<file path="config.mk">
export PLATFORM = sky130hd
export DESIGN_NAME = fec_erase_host
export DESIGN_NICKNAME = d
export VERILOG_FILES = /design/src/design/fec_write_cycle.v /design/src/design/fec_erase_host.v
export VERILOG_INCLUDE_DIRS = /design/src /design/src/design
export SDC_FILE = /design/constraint.sdc
export NUM_CORES = 1
export LEC_CHECK = 0
export ABC_AREA = 1
export BUFFER_PORTS_ARGS = -buffer_cell sky130_fd_sc_hd__buf_4
export CORE_MARGIN = 2
export CORE_UTILIZATION = 41
export DETAILED_ROUTE_END_ITERATION = 7
export PLACE_DENSITY = 0.65
export SLEW_MARGIN = 40
export SYNTH_ARGS = -nofsm -noshare
export SYNTH_HDL_FRONTEND = slang
export SYNTH_SLANG_ARGS = --single-unit
</file>
<file path="constraint.sdc">
create_clock -name clk -period 3.3 [get_ports clk]
set_input_delay 0.66 -clock clk [delete_from_list [all_inputs] [get_ports clk]]
set_output_delay 0.66 -clock clk [all_outputs]
set_load 0.01 [all_outputs]
</file>
<file path="src/design/fec_defs.vh">
`ifndef FEC_DEFS_VH
`define FEC_DEFS_VH
// ----------------------------------------
// bus widths
// ----------------------------------------
`define FEC_AW 23
`define FEC_DW 16
// ----------------------------------------
// command codes and unlock addresses
// ----------------------------------------
`define FEC_D_UNLOCK1 16'h00AA
`define FEC_D_UNLOCK2 16'h0055
`define FEC_D_RESET 16'h00F0
`define FEC_D_AUTOSEL 16'h0090
`define FEC_D_ERASE_SETUP 16'h0080
`define FEC_D_CHIP_ERASE 16'h0010
`define FEC_D_BLOCK_ERASE 16'h0030
`define FEC_D_SUSPEND 16'h00B0
`define FEC_D_RESUME 16'h0030
`define FEC_D_CFI 16'h0098
`define FEC_A_UNLOCK1 23'h000555
`define FEC_A_UNLOCK2 23'h0002AA
// ----------------------------------------
// host command opcodes
// ----------------------------------------
`define FEC_OP_RESET1 3'h0
`define FEC_OP_RESET3 3'h1
`define FEC_OP_AUTOSEL 3'h2
`define FEC_OP_CFI 3'h3
`define FEC_OP_CHIP 3'h4
`define FEC_OP_BLOCK 3'h5
`define FEC_OP_SUSPEND 3'h6
`define FEC_OP_RESUME 3'h7
// ----------------------------------------
// bus write cycle timing, in clocks
// ----------------------------------------
`define FEC_WE_LOW_CYC 4'h2
`define FEC_WE_HIGH_CYC 4'h2
// ----------------------------------------
// device modes tracked by the host
// ----------------------------------------
`define FEC_M_READ 3'h0
`define FEC_M_AUTOSEL 3'h1
`define FEC_M_CFI 3'h2
`define FEC_M_CHIP 3'h3
`define FEC_M_BLKTO 3'h4
`define FEC_M_BLKRUN 3'h5
`define FEC_M_SUSP 3'h6
`define FEC_M_ABORT 3'h7
// ----------------------------------------
// abort time: 10 us at 20 MHz, exact count
// ----------------------------------------
`define FEC_ABORT_CYC 16'h00C8
`define FEC_CNT_W 16
`endif

</file>
<file path="src/design/fec_write_cycle.v">
`timescale 1ns/1ps
// one bus write cycle on the flash pins: low phase then recovery
module fec_write_cycle
(
   input wire clk,
   input wire srst,
   input wire start,
   input wire [22:0] addr,
   input wire [15:0] data,
   output reg busy,
   output reg done,
   output reg ce_n,
   output reg we_n,
   output reg [22:0] a_out,
   output reg [15:0] dq_out,
   output reg dq_oe_n
);
`include "fec_defs.vh"
   // ----------------------------------------
   // phase counter
   // ----------------------------------------
   reg [3:0] cnt; // cycles left in phase
   reg phase; // 0 low pulse, 1 recovery
   // drives the pins for the whole cycle so data holds past we rise
   always @(posedge clk)
   begin
      if (srst)
      begin
         busy <= 1'b0;
         done <= 1'b0;
         ce_n <= 1'b1;
         we_n <= 1'b1;
         a_out <= 23'h000000;
         dq_out <= 16'h0000;
         dq_oe_n <= 1'b1;
         cnt <= 4'h0;
         phase <= 1'b0;
      end
      else
      begin
         done <= 1'b0;
         if (!busy)
         begin
            if (start)
            begin
               // latch and assert strobes together
               busy <= 1'b1;
               ce_n <= 1'b0;
               we_n <= 1'b0;
               a_out <= addr;
               dq_out <= data;
               dq_oe_n <= 1'b0;
               cnt <= `FEC_WE_LOW_CYC;
               phase <= 1'b0;
            end
         end
         else if (cnt != 4'h1)
         begin
            cnt <= cnt - 4'h1;
         end
         else if (!phase)
         begin
            // rising we latches the data in the device
            we_n <= 1'b1;
            phase <= 1'b1;
            cnt <= `FEC_WE_HIGH_CYC;
         end
         else
         begin
            busy <= 1'b0;
            done <= 1'b1;
            ce_n <= 1'b1;
            dq_oe_n <= 1'b1;
         end
      end
   end
endmodule // fec_write_cycle

</file>
<file path="src/design/fec_erase_host.v">
`timescale 1ns/1ps
// Function
// only valid sequences issued; bad ones leave read
// after reset tracked mode is read array
// reset command one or three writes
// reset mid-sequence cancels partial command
// reset in selection timeout waits 10 us
// reset in suspend keeps erase suspended
// auto select is three writes
// auto select held until reset or cfi
// cfi one write, only from read/autoselect (code also takes it in suspend)
// reset from cfi returns previous mode
// chip erase is six writes
// protected blocks skipped, no error
// during chip erase all commands ignored
// erase end to read; error needs reset
// extra blocks repeat sixth write in window
// each extra block restarts timeout
// reads of erased bank give status
// all-protected block erase ends quickly
// block erase ignores all but suspend/reset (code takes reset in the timeout window only)
// suspend is one write to bank address
// suspended block reads give status (code leaves status_reads low in suspend unless an error is held)
// resume needs read array first
// reset F0, unlock AA/555 55/2AA, autoselect 90
// erase 80, second unlock, 10 or 30
// suspend B0, resume 30, cfi 98 at 555
// selection timeout, suspend latency are parameters
module fec_erase_host
#(
   parameter SEL_TIMEOUT_CYC = 1000, // block selection timeout
   parameter SUSP_LAT_CYC = 500 // erase suspend latency
)
(
   input wire clk,
   input wire srst,
   input wire cmd_valid,
   input wire [2:0] cmd_op,
   input wire [22:0] cmd_addr,
   input wire erase_done,
   input wire erase_error,
   output reg cmd_ready,
   output reg cmd_accepted,
   output reg cmd_rejected,
   output reg [2:0] mode,
   output reg status_reads,
   output reg flash_ce_n,
   output reg flash_we_n,
   output reg [22:0] flash_addr,
   output reg [15:0] flash_dq_out,
   output reg flash_dq_oe_n
);
`include "fec_defs.vh"
   // ----------------------------------------
   // sequencer state
   // ----------------------------------------
   localparam S_IDLE = 2'h0;
   localparam S_SEND = 2'h1;
   localparam S_WAIT = 2'h2;
   localparam [22:0] CFI_LOW = `FEC_A_UNLOCK1; // low bits give the query offset
   reg [1:0] state; // sequencer state
   reg [2:0] op; // latched opcode
   reg [22:0] bank_select_address; // block or bank address of command
   reg [2:0] step; // write index in sequence
   reg [2:0] last_step; // final write index
   reg [2:0] cfi_prev; // mode before cfi entry
   reg err_held; // device holds error status
   reg susp_under; // erase stays suspended beneath auto select
   reg [`FEC_CNT_W-1:0] tmr; // timeout, abort or latency counter
   reg wc_start; // pulse to write cycle engine
   reg [22:0] wc_addr; // address of next write
   reg [15:0] wc_data; // data of next write
   wire wc_busy;
   wire wc_done;
   wire ce_n_w;
   wire we_n_w;
   wire [22:0] a_w;
   wire [15:0] dq_w;
   wire oe_n_w;
   reg legal; // command allowed in current mode
   // ----------------------------------------
   // write engine
   // ----------------------------------------
   fec_write_cycle u_wc
   (
      .clk(clk),
      .srst(srst),
      .start(wc_start),
      .addr(wc_addr),
      .data(wc_data),
      .busy(wc_busy),
      .done(wc_done),
      .ce_n(ce_n_w),
      .we_n(we_n_w),
      .a_out(a_w),
      .dq_out(dq_w),
      .dq_oe_n(oe_n_w)
   );
   // pin outputs re-registered so the top drives only from flops
   always @(posedge clk)
   begin
      if (srst)
      begin
         flash_ce_n <= 1'b1;
         flash_we_n <= 1'b1;
         flash_addr <= 23'h000000;
         flash_dq_out <= 16'h0000;
         flash_dq_oe_n <= 1'b1;
      end
      else
      begin
         flash_ce_n <= ce_n_w;
         flash_we_n <= we_n_w;
         flash_addr <= a_w;
         flash_dq_out <= dq_w;
         flash_dq_oe_n <= oe_n_w;
      end
   end
   // ----------------------------------------
   // legality of a command in the tracked mode
   // ----------------------------------------
   // illegal ones are refused here rather than sent, since the device
   // would drop to read array and the host tracking would diverge
   always @*
   begin
      legal = 1'b0;
      case (mode)
         `FEC_M_READ: legal = (cmd_op != `FEC_OP_SUSPEND) && (cmd_op != `FEC_OP_RESUME)
            && !(err_held && cmd_op != `FEC_OP_RESET1 && cmd_op != `FEC_OP_RESET3);
         `FEC_M_AUTOSEL: legal = (cmd_op == `FEC_OP_RESET1) || (cmd_op == `FEC_OP_RESET3)
            || (cmd_op == `FEC_OP_CFI);
         `FEC_M_CFI: legal = (cmd_op == `FEC_OP_RESET1) || (cmd_op == `FEC_OP_RESET3);
         `FEC_M_CHIP: legal = 1'b0;
         `FEC_M_BLKTO: legal = (cmd_op == `FEC_OP_BLOCK) || (cmd_op == `FEC_OP_SUSPEND)
            || (cmd_op == `FEC_OP_RESET1) || (cmd_op == `FEC_OP_RESET3);
         `FEC_M_BLKRUN: legal = (cmd_op == `FEC_OP_SUSPEND);
         `FEC_M_SUSP: legal = (cmd_op == `FEC_OP_AUTOSEL) || (cmd_op == `FEC_OP_CFI)
            || (cmd_op == `FEC_OP_RESET1) || (cmd_op == `FEC_OP_RESET3)
            || (cmd_op == `FEC_OP_RESUME);
         default: legal = 1'b0;
      endcase
   end
   // ----------------------------------------
   // write sequence table
   // ----------------------------------------
   always @*
   begin
      wc_addr = `FEC_A_UNLOCK1;
      wc_data = `FEC_D_UNLOCK1;
      if (op == `FEC_OP_RESET1 || op == `FEC_OP_SUSPEND || op == `FEC_OP_RESUME)
      begin
         wc_addr = bank_select_address;
         wc_data = (op == `FEC_OP_RESET1) ? `FEC_D_RESET
            : (op == `FEC_OP_SUSPEND) ? `FEC_D_SUSPEND : `FEC_D_RESUME;
      end
      else if (op == `FEC_OP_CFI)
      begin
         wc_addr = {bank_select_address[22:12], CFI_LOW[11:0]};
         wc_data = `FEC_D_CFI;
      end
      else if (op == `FEC_OP_BLOCK && mode == `FEC_M_BLKTO)
      begin
         wc_addr = bank_select_address; // repeat of sixth write
         wc_data = `FEC_D_BLOCK_ERASE;
      end
      else
      begin
         case (step)
            3'h0:
            begin
               wc_addr = `FEC_A_UNLOCK1;
               wc_data = `FEC_D_UNLOCK1;
            end
            3'h1:
            begin
               wc_addr = `FEC_A_UNLOCK2;
               wc_data = `FEC_D_UNLOCK2;
            end
            3'h2:
            begin
               wc_addr = (op == `FEC_OP_AUTOSEL) ? bank_select_address : `FEC_A_UNLOCK1;
               wc_data = (op == `FEC_OP_RESET3) ? `FEC_D_RESET
                  : (op == `FEC_OP_AUTOSEL) ? `FEC_D_AUTOSEL : `FEC_D_ERASE_SETUP;
            end
            3'h3:
            begin
               wc_addr = `FEC_A_UNLOCK1;
               wc_data = `FEC_D_UNLOCK1;
            end
            3'h4:
            begin
               wc_addr = `FEC_A_UNLOCK2;
               wc_data = `FEC_D_UNLOCK2;
            end
            default:
            begin
               wc_addr = (op == `FEC_OP_CHIP) ? `FEC_A_UNLOCK1 : bank_select_address;
               wc_data = (op == `FEC_OP_CHIP) ? `FEC_D_CHIP_ERASE : `FEC_D_BLOCK_ERASE;
            end
         endcase
      end
   end
   // ----------------------------------------
   // sequencer and mode tracker
   // ----------------------------------------
   always @(posedge clk)
   begin
      if (srst)
      begin
         state <= S_IDLE;
         op <= 3'h0;
         bank_select_address <= 23'h000000;
         step <= 3'h0;
         last_step <= 3'h0;
         cfi_prev <= `FEC_M_READ;
         err_held <= 1'b0;
         susp_under <= 1'b0;
         tmr <= {`FEC_CNT_W{1'b0}};
         wc_start <= 1'b0;
         cmd_ready <= 1'b0;
         cmd_accepted <= 1'b0;
         cmd_rejected <= 1'b0;
         mode <= `FEC_M_READ;
         status_reads <= 1'b0;
      end
      else
      begin
         wc_start <= 1'b0;
         cmd_accepted <= 1'b0;
         cmd_rejected <= 1'b0;
         cmd_ready <= (state == S_IDLE) && !cmd_valid;
         // status visible while erase runs, is aborting or errored
         status_reads <= (mode == `FEC_M_CHIP) || (mode == `FEC_M_BLKTO)
            || (mode == `FEC_M_BLKRUN) || (mode == `FEC_M_ABORT) || err_held;
         // timers running in background modes
         if (mode == `FEC_M_BLKTO && state == S_IDLE)
         begin
            if (tmr != {`FEC_CNT_W{1'b0}})
               tmr <= tmr - 1'b1;
            else
               mode <= `FEC_M_BLKRUN; // controller starts, no more blocks
         end
         else if (mode == `FEC_M_ABORT)
         begin
            if (tmr != {`FEC_CNT_W{1'b0}})
               tmr <= tmr - 1'b1;
            else
               mode <= `FEC_M_READ; // abort finished
         end
         else if ((mode == `FEC_M_CHIP || mode == `FEC_M_BLKRUN) && erase_done)
         begin
            // protected blocks are skipped silently, device just ends
            mode <= `FEC_M_READ;
            err_held <= erase_error;
         end
         case (state)
            S_IDLE:
            begin
               if (cmd_valid && cmd_ready)
               begin
                  if (legal)
                  begin
                     op <= cmd_op;
                     bank_select_address <= cmd_addr;
                     step <= (mode == `FEC_M_BLKTO && cmd_op == `FEC_OP_BLOCK) ? 3'h5 : 3'h0;
                     case (cmd_op)
                        `FEC_OP_RESET3, `FEC_OP_AUTOSEL: last_step <= 3'h2;
                        `FEC_OP_CHIP, `FEC_OP_BLOCK: last_step <= 3'h5;
                        default: last_step <= 3'h0;
                     endcase
                     wc_start <= 1'b1;
                     state <= S_SEND;
                     cmd_accepted <= 1'b1;
                  end
                  else
                  begin
                     cmd_rejected <= 1'b1;
                  end
               end
            end
            S_SEND:
            begin
               state <= S_WAIT;
            end
            S_WAIT:
            begin
               if (wc_done)
               begin
                  if (step == last_step || (mode == `FEC_M_BLKTO && op == `FEC_OP_BLOCK))
                  begin
                     state <= S_IDLE;
                     case (op)
                        `FEC_OP_RESET1, `FEC_OP_RESET3:
                        begin
                           err_held <= 1'b0;
                           if (mode == `FEC_M_CFI)
                              mode <= cfi_prev;
                           else if (mode == `FEC_M_BLKTO)
                           begin
                              mode <= `FEC_M_ABORT;
                              tmr <= `FEC_ABORT_CYC;
                           end
                           else if (mode == `FEC_M_SUSP)
                              mode <= `FEC_M_SUSP;
                           else if (mode == `FEC_M_AUTOSEL && susp_under)
                              mode <= `FEC_M_SUSP; // erase still suspended
                           else
                              mode <= `FEC_M_READ; // partial command dropped
                        end
                        `FEC_OP_AUTOSEL:
                        begin
                           // remember the suspend so reset lands back in it
                           susp_under <= (mode == `FEC_M_SUSP);
                           mode <= `FEC_M_AUTOSEL;
                        end
                        `FEC_OP_CFI:
                        begin
                           cfi_prev <= mode;
                           mode <= `FEC_M_CFI;
                        end
                        `FEC_OP_CHIP: mode <= `FEC_M_CHIP;
                        `FEC_OP_BLOCK:
                        begin
                           mode <= `FEC_M_BLKTO;
                           tmr <= SEL_TIMEOUT_CYC[`FEC_CNT_W-1:0];
                        end
                        `FEC_OP_SUSPEND:
                        begin
                           // in the window suspend is immediate, else wait latency
                           if (mode == `FEC_M_BLKRUN)
                           begin
                              tmr <= SUSP_LAT_CYC[`FEC_CNT_W-1:0];
                              state <= S_SEND;
                              op <= `FEC_OP_RESUME;
                              step <= 3'h7;
                              last_step <= 3'h6;
                           end
                           mode <= `FEC_M_SUSP;
                        end
                        default: mode <= (mode == `FEC_M_SUSP) ? `FEC_M_BLKRUN : mode;
                     endcase
                  end
                  else
                  begin
                     step <= step + 3'h1;
                     wc_start <= 1'b1;
                     state <= S_SEND;
                  end
               end
               else if (step == 3'h7)
               begin
                  // suspend latency wait, no bus write outstanding
                  if (tmr != {`FEC_CNT_W{1'b0}})
                     tmr <= tmr - 1'b1;
                  else
                  begin
                     state <= S_IDLE;
                     step <= 3'h0;
                  end
               end
            end
            default: state <= S_IDLE;
         endcase
      end
   end
endmodule // fec_erase_host

</file>
==> metrics, run 1 <==
Post-synth EDFFs 0; multi-input logic area 0.003082 mm2; minimum clock period 2.278 ns; most common library cell in the layout ignoring fill and taps nand2_1; Clk Latency, worst-skew pair 0.42 ns; P_leak approximately 0.0035 uW; CP Launch Type flip-flop; Initial DRC Count 313; max frequency around 440 MHz; initial antenna violation count 0; # rows 46; first-pass GRT wire length 25830 um; Cells after Synth 917; Hold Crit Class primary input to flip-flop; max-slew violations 0; RSZ-0062 raised after global routing false; Period Utilization, post-route 69.05%; # diodes 0; Worst R2R Setup Slack 1.02 ns; area grow syn2layout 19.12%; most used cell along the critical path nand2_2; WP data arrival between 2 and 3 ns; placed cell area about 0.007 mm2; total die area between 0.015 and 0.02 mm2; switching part of the total power between 20% and 30%; status completed; 1st-pass router iterations 5; port bufs 71; final setup margin 1.022 ns; simple-gate portion of the synthesized area 26.70%; Sink Count 134; vias in the first global route around 5400; Post-Syn Area per Cell between 7 and 8 um2; Yosys warnings 0; post-DP HPWL 10960 um; final instance area 0.007747 mm2; GP Congestion between 0.8 and 0.9; Logic pwr share 14.2%; Max Root-Sink Buffers 2; Setup TNS Final 0 ns; fillers approximately 1600; Post-Synth Adder-Cell Area 1.731%; post_cts resized 0; Antenna Violating Nets Remaining 0; main combinational cell family by area after synthesis simple AND/OR/NAND/NOR gates; top_reg_cell synth dfxtp_1; cells along the critical path inv_1 -> nand3_1 -> o21ai_1 -> nor2_2 -> nand2_2 -> nand3_4 -> nand2_2 -> o21ai_0 -> a21oi_1; CP bufs+invs 1; worst-margin pin slew 0.7421 ns; H-Tree Depth 4; Hold-fix buffers, CTS 0; WL/cell between 10 and 15 um; relative slew slack 50.41%; GR Util All Layers 19.42%; largest net degree at the start of global routing 54; Core ar. 0.01571 mm2; asr flop ratio synth 0%; max cap viols 0; Synth Cell Area 0.006504 mm2; Synth Area in Compound Gates 16.93%; peak supply drop 0.0003974 V; drt via density around 4.9; Num CTS Buffers 17; sequential share of power 40.1%; post-synth cell types 45; CP Capture Type flip-flop; Worst Skew 0.01366 ns; Chip Height 129.9 um; Starting Density 41.39%; Nets slightly above 1000; critical setup path kind flip-flop to flip-flop; layout cells sized above 1 roughly 17%; switching pwr roughly 1200 uW; pre-CTS setup slack 0.7676 ns; Post-CTS Setup Repair Bufs 0; Die Wd about 130 um; final hold violation count 0; crit-path max cell delay 0.45 ns; Yosys reg bits around 130; Synth Area in XOR/XNOR 1.347%; clk root buf clkbuf_16; Final setup violation count 0; clock network power share 45.8%; delay-heaviest family, CP simple AND/OR/NAND/NOR gates; crit-path max FO 53; total number of vias 5868; total gr overflow 0; TritonCTS clock tree done; FF+latch area 0.002683 mm2; commonest cells after routing, fill and taps aside nand2_1 (182), dfxtp_1 (134), inv_1 (127), nor2_1 (103), buf_4 (76); Routed Wire Length 15650 um; worst path required time 3.66 ns; mux cell area share after synthesis 0.1731%; Crit-path slowest cell nand3_4; P_int 3105 uW; sequential fraction of the synthesis area about two fifths; Worst-path clk slew ~0.07 ns; Residual DRC 0; Top-Level Pins 80; power per cell area 561.1 mW/mm2
[state kept, by name, indices dropped and copies added (netlist names), 2 cells and up]
register             cells
bank_select_address     23
flash_addr              23
u_wc.a_out              23
tmr                     16
flash_dq_out             7
u_wc.dq_out              7
u_wc.cnt                 4
cfi_prev                 3
last_step                3
mode                     3
op                       3
step                     3
state                    2
[synth_stat cells, types with 2 or more instances]
cell type	count	area, um2
o32ai_1	3	26.28
xor2_1	8	70.07
inv_2	10	37.54
nand3_4	2	35.03
nand2_4	3	33.78
buf_2	9	45.04
clkinv_1	2	7.510
nand2_1	182	683.2
clkbuf_1	11	41.29
nand3_1	55	275.3
buf_4	16	120.1
o211ai_1	5	37.54
or2_2	2	12.51
o21ai_0	62	310.3
nand2_2	11	68.82
o31ai_1	3	22.52
nor3_1	4	20.02
a31oi_1	9	56.30
a211oi_1	3	22.52
and3_1	2	12.51
xnor2_1	2	17.52
nor2_1	104	390.4
o32ai_2	7	113.9
buf_6	3	33.78
a21oi_2	2	17.52
a21oi_1	59	295.3
nor2_2	11	68.82
o21ai_1	30	150.1
nor2_4	4	45.04
inv_1	127	476.7
dfxtp_1	134	2683
ha_1	9	112.6
nand4_1	11	68.82
[area by class of cell]
type	count	share of cell area, %
inverters	140	6.815
multi-input cells	611	39.78
repair buffers	76	7.364
well taps	216	3.488
clock buffers	17	5.491
clock inverters	14	2.439
flip-flops and latches	134	34.63
[through the flow]
step,std cells,utilization (%),hold slack (ns),total power [uW]
6_report,1208,49.31,0.4117,4347
5_1_grt,1208,49.31,0.4057,4541
4_1_cts,1208,49.31,0.3913,4380
3_5_place_dp,1177,45.40,0.4089,2386
3_3_place_gp,1177,45.38,0.4049,2380
2_1_floorplan,924,-,0.3997,2229
[path summary, 6_finish.rpt]
path,startpoint,to,cells after the start
hold reg to reg,u_wc.dq_out[6],flash_dq_out[6],2
setup / recovery,mode[0],op[2],9
setup reg to reg,mode[0],op[2],9
hold / removal,cmd_valid,cmd_ready,2
[cell families after synthesis]
logic type / Yosys count
AOI/OAI and AO/OA: 189
xor gates and xnor gates: 10
adders and majority gates: 9
buffers and inverters: 179
DFF: 134
muxes: 1
other: 1
and+or+nand+nor: 394
[power groups by stage]
stage	sequential (uW)	clock (uW)	combinational [uW]
after global routing	1750	2090	699
after CTS	1740	2030	614
final	1740	1990	615
after detailed placement	1780	0	610
after global placement	1780	0	605
after floorplan	1770	0	461
[per-layer routing]
layer	vias up	global-route usage [%]	wire [um]
met4	0	7.527	262
met3	20	4.633	539
li1	3067	-	-
met1	2670	24.85	7374
met5	-	0	0
met2	111	31.78	7476
(Power assumes the default switching activity.)
==> run 2: changes to the inputs <==
- ABC_AREA: 1 -> 0
- clock period: 3.3 -> 2.15 ns (I/O delays scaled with it)
==> metrics, run 2 <==
Hold Crit Class primary input to flip-flop; Clk Latency, worst-skew pair 0.42 ns (about the same); Period Utilization, post-route 98.70% (+30 points); dominant cell type by area after synthesis dfxtp_1; TritonCTS clock tree done; Hold-fix buffers, CTS 0 (unchanged); # rows 45 (-2.2%); final hold violation count 0 (unchanged); total gr overflow 0 (unchanged); cells along the critical path buf_4 -> or3b_4 -> buf_4 -> o22ai_2 -> a211oi_1 -> a2111oi_2 -> buf_4 -> a22o_1; Yosys warnings 0 (unchanged); post-synth cell types 81 (+80%); GP Congestion 0.9039 (+8.6%); crit-path max cell delay 0.40 ns (-0.05 ns); biggest regs bank_select_address (23), flash_addr (23), u_wc.a_out (23); most common library cell in the layout ignoring fill and taps buf_4; P_leak 0.003388 uW (-2.9%); Synth Cell Area 0.006238 mm2 (-4.1%); max-slew violations 0 (unchanged); critical setup path kind flip-flop to flip-flop; Design Power 6176 uW (+42%); relative slew slack 50.55% (+0.14 points); Max Root-Sink Buffers 2 (unchanged); largest net degree at the start of global routing 34 (-37%); 1st-pass router iterations 5 (unchanged); port bufs 71 (unchanged); final instance area 0.008320 mm2 (+7.4%); first-pass GRT wire length 26680 um (+3.3%); top post-synthesis cells by area dfxtp_1 (43%), nor2_1 (5.2%), a21oi_1 (5.0%), mux2i_1 (4.7%), nor2b_1 (3.5%); RSZ-0062 raised after global routing true; top cell type's share of synthesized area 43.00% (+1.8 points); Initial DRC Count 422 (+35%); max cap viols 0 (unchanged); WL/cell 16.09 um (+24%); worst-margin pin slew 0.7390 ns (-0.003034 ns); power per cell area 742.2 mW/mm2 (+32%); top_reg_cell synth dfxtp_1; Starting Density 41.50% (+0.11 points); Worst Skew 0.005805 ns (-0.007853 ns); CP Launch Type flip-flop; total number of vias 5655 (-3.6%); Post-Syn Area per Cell 8.849 um2 (+25%); count leader, synth dfxtp_1; Worst-path clk slew 0.06 ns (about the same); Chip Height 127.4 um (-2.0%); GR Util All Layers 20.46% (+1.0 points); clk root buf clkbuf_16; most used cell along the critical path buf_4; post-DP HPWL 11810 um (+7.8%); Top-Level Pins 80 (unchanged); Num CTS Buffers 17 (unchanged); Yosys reg bits 134 (unchanged); Cells after Synth 705 (-23%); area grow syn2layout 33.37%; Die Wd 127.4 um (-2.0%); worst path required time 2.50 ns (-1.16 ns); commonest cells after routing, fill and taps aside buf_4 (161), dfxtp_1 (129), nor2_1 (83), a21oi_1 (61), nor2b_1 (35); layout cells sized above 1 29.39% (+13 points); Crit-path slowest cell or3b_4; Final setup violation count 0 (unchanged); CP Capture Type flip-flop; placed cell area 0.007431 mm2 (+4.2%); WP data arrival 2.47 ns (-0.17 ns); Routed Wire Length 16770 um (+7.1%); Sink Count 134 (unchanged); asr flop ratio synth 0% (unchanged); vias in the first global route 5437 (+0.97%); Antenna Violating Nets Remaining 0 (unchanged); sequential fraction of the synthesis area 43.00% (+1.8 points); max frequency 471.2 MHz (+7.4%); drt via density 5.427 (+12%); Post-synth EDFFs 0 (unchanged); initial antenna violation count 0 (unchanged); total die area 0.01622 mm2 (-4.0%); crit-path max FO 7 (-87%); top cells by count, synth dfxtp_1 (134), nor2_1 (86), a21oi_1 (62); peak supply drop 0.0005757 V (+45%); Nets 883 (-13%); status completed; Residual DRC 0 (unchanged); minimum clock period 2.122 ns (-0.1564 ns); H-Tree Depth 4 (unchanged); Core ar. 0.01503 mm2 (-4.3%); # diodes 0 (unchanged)
-- run 2: cell count changes after synthesis, sizes merged, moves of 8 or more --
cell    delta
mux2i     +29
nand2b    +11
clkbuf    +22
a211oi     +8
nand2    -167
o21a      +10
o21ai     -56
nor3      +13
nor2b     +35
nand3     -45
nor2      -33
a22o      +12
inv      -123
nand4      -8
-- run 2: per-stage QoR --
stage	cells	setup slack (ns)	utilization [%]	setup TNS [ns]	hold WS (ns)
after floorplan	712	0.0004072	-	0	0.4114
after global placement	1002	-0.1026	49.43	-0.8548	0.4355
after detailed placement	1002	-0.09413	49.43	-1.888	0.4415
after CTS	1032	0.01245	53.76	0	0.1687
after global routing	1042	-0.08399	55.35	-0.9816	0.1730
final	1042	0.02793	55.35	0	0.1799
-- run 2: cell type report --
| class | instances | area (um2) |
|---|---|---|
| Sequential cell | 134 | 2696 |
| Tap cell | 188 | 235.2 |
| Multi-Input combinational cell | 509 | 3417 |
| Clock buffer | 18 | 429.2 |
| Fill cell | 1343 | 6713 |
| Inverter | 15 | 58.81 |
| Clock inverter | 12 | 180.2 |
| Timing Repair Buffer | 166 | 1304 |
-- run 2: critical path: cells and delay by family (launching register included) --
| family | cells | cell delay [ns] |
|---|---|---|
| AOI/OAI and AO/OA | 4 | 0.74 |
| buffers and inverters | 3 | 0.56 |
| DFF | 1 | 0.36 |
| and+or+nand+nor | 1 | 0.40 |
-- run 2: what timing repair did --
action | CTS | global route
buffers inserted | 0 | 7
endpoints found under the setup margin | 15 | 58
hold endpoints to repair | 0 | 0
gates cloned | 0 | 3
gates resized for setup | 11 | 34
pin swaps | 4 | 10
-- run 2: report_power, final --
part           switching [uW]  internal [uW]
Sequential               35.9           2530
Clock                    1070           1930
Combinational             333            274
Total                    1440           4740
-- run 2: logic make-up after synthesis --
| family | synth area share [%] |
|---|---|
| AOI/OAI and AO/OA | 21.12 |
| xor gates and xnor gates | 2.808 |
| adders and majority gates | 1.805 |
| buffers and inverters | 5.114 |
| DFF | 43.00 |
| muxes | 5.014 |
| other | 0.06011 |
| and+or+nand+nor | 21.08 |
-- run 2: worst paths after layout --
kind / start / endpoint / slack [ns] / depth (start not counted)
worst min-delay path: cmd_valid / cmd_ready / 0.18 / 2
worst min register to register: u_wc.dq_out[1] / u_wc.dq_out[1] / 0.45 / 2
worst max register to register: mode[0] / u_wc.a_out[16] / 0.03 / 8
worst max-delay path: mode[0] / u_wc.a_out[16] / 0.03 / 8
-- run 2: layer usage --
layer,GRT usage [%],vias to the layer above,routed length [um]
met5,0,-,0
met4,8.145,0,365
met3,4.858,27,798
met2,33.06,161,7846
met1,26.44,2694,7758
li1,-,2773,-
==> run 3: changes to the inputs <==
- CORE_MARGIN: 2 -> not set
- clock period: 2.15 -> 2.6 ns (I/O delays scaled with it)
==> metrics, run 3 (synthesis gave the netlist of run 2 again) <==
status finished, violations left; violated checks design-rule violations; commonest cells after routing, fill and taps aside dfxtp_1 (133), buf_4 (106), nor2_1 (86), a21oi_1 (62); Post-CTS Setup Repair Bufs 0 (unchanged); GR Util All Layers 20.36% (-0.099 points); drt via density 5.446 (+0.36%); max cap viols 0 (unchanged); worst-margin pin slew 0.6841 ns (-0.05494 ns); max frequency 420.5 MHz (-11%); port bufs 71 (unchanged); Crit-path slowest cell dfxtp_2; H-Tree Depth 4 (unchanged); worst path required time 2.91 ns (+0.41 ns); Hold Crit Class primary input to flip-flop; delay-heaviest family, CP compound AO/OA/AOI/OAI gates; Clk Latency, worst-skew pair 0.43 ns (about the same); crit-path max cell delay 0.43 ns (+0.03 ns); crit-path max FO 9 (+2); relative slew slack 54.23% (+3.7 points); # diodes 0 (unchanged); initial antenna violation count 0 (unchanged); WP data arrival 2.68 ns (+0.21 ns); layout cells sized above 1 20.95% (-8.4 points); final hold violation count 0 (unchanged); peak supply drop 0.0005225 V (-9.3%); Hold Crit Depth 2 (unchanged); Die Wd 125.4 um (-1.6%); Period Utilization, post-route 91.48% (-7.2 points); final instance area 0.007636 mm2 (-8.2%); cells along the critical path inv_1 -> ha_1 -> o21ba_2 -> o221a_2 -> a221oi_1 -> nor2_1 -> o211ai_1 -> buf_4 -> a21oi_1; Starting Density 42.44% (+0.94 points); CP Depth 9 (+1); CP Capture Type flip-flop; Final setup violation count 0 (unchanged); Chip Height 125.4 um (-1.6%); Top-Level Pins 80 (unchanged); Routed Wire Length 15620 um (-6.9%); P_leak 0.003051 uW (-9.9%); placed cell area 0.007074 mm2 (-4.8%); CP bufs+invs 2 (-1); Num CTS Buffers 17 (unchanged); area grow syn2layout 22.40%; Residual DRC 5 (+5); critical setup path kind flip-flop to flip-flop; WL/cell 15.92 um (-1.1%); power per cell area 628.4 mW/mm2 (-15%); total number of vias 5343 (-5.5%); vias in the first global route 5143 (-5.4%); Antenna Violating Nets Remaining 0 (unchanged); RSZ-0062 raised after global routing false; minimum clock period 2.378 ns (+0.2563 ns); Max Root-Sink Buffers 2 (unchanged); Nets 825 (-6.6%); TritonCTS clock tree done; first-pass GRT wire length 25410 um (-4.8%); max-slew violations 0 (unchanged); clk root buf clkbuf_16; Reg2Reg Depth 9 (+1); post-DP HPWL 11190 um (-5.2%); 1st-pass router iterations 7 (+2); most common library cell in the layout ignoring fill and taps dfxtp_1; Worst-path clk slew 0.06 ns (about the same); fillers 1356 (+0.97%); GP Congestion 0.9074 (+0.39%); Core ar. 0.01470 mm2 (-2.2%); total gr overflow 0 (unchanged); Setup TNS Final 0 ns (unchanged); # rows 44 (-2.2%); biggest regs bank_select_address (23), flash_addr (23), u_wc.a_out (23); Initial DRC Count 285 (-32%); multi-input logic area 0.003276 mm2 (-4.1%); FF+latch area 0.002684 mm2 (-0.46%); largest net degree at the start of global routing 49 (+44%); CP Launch Type flip-flop; Sink Count 134 (unchanged); total die area 0.01571 mm2 (-3.1%); Worst Skew 0.008114 ns (+0.002309 ns)
run 3: layout make-up:
| cell class | count | area share [%] |
|---|---|---|
| Clock buffer | 17 | 5.571 |
| Clock inverter | 14 | 1.688 |
| Inverter | 15 | 0.7373 |
| Multi-Input combinational cell | 509 | 42.90 |
| Sequential cell | 134 | 35.15 |
| Tap cell | 184 | 3.015 |
| Timing Repair Buffer | 108 | 10.95 |
run 3: per-stage QoR:
stage | instances | hold WS, ns | util (%) | setup WS (ns) | power, uW
final | 981 | 0.2628 | 51.95 | 0.2216 | 4798
after global routing | 981 | 0.2554 | 51.95 | 0.05927 | 4966
after CTS | 981 | 0.2456 | 51.90 | 0.1421 | 4849
after detailed placement | 950 | 0.4423 | 48.13 | 0.1211 | 2580
after global placement | 950 | 0.4368 | 48.13 | 0.2071 | 2568
after floorplan | 712 | 0.4114 | - | 0.3324 | 2443
run 3: worst paths after layout:
check | to | slack [ns] | from
min reg2reg | u_wc.dq_out[5] | 0.46 | u_wc.dq_out[5]
max | u_wc.a_out[8] | 0.22 | step[0]
min | cmd_ready | 0.26 | cmd_valid
max reg2reg | u_wc.a_out[8] | 0.22 | step[0]
run 3: power breakdown:
part	switching, uW	total (uW)	leakage, uW	internal [uW]
sequential	34.5	2130	0.00108	2100
combinational	238	408	0.00170	170
clock	942	2260	0.000266	1320
run 3: layer usage:
metal	up-vias	global-route usage [%]	wire [um]	part of all wire, %
li1	2665	-	-	-
met1	2530	25.83	7254	46
met2	127	33.62	7456	48
met3	21	4.108	684	4.4
met4	0	8.680	220	1.4
met5	-	0	0	0
run 3: repair_timing:
| item | CTS | global route |
|---|---|---|
| hold buffers | 0 | 0 |
| endpoints found under the setup margin | 0 | 7 |
| resized for setup | 0 | 2 |
run 3: worst reg2reg max path, cell delays in order, from the launching register on:
cell and delay (ns):
dfxtp_2 0.43, inv_1 0.09, ha_1 0.25, o21ba_2 0.26
o221a_2 0.34, a221oi_1 0.30, nor2_1 0.09, o211ai_1 0.24
buf_4 0.20, a21oi_1 0.08
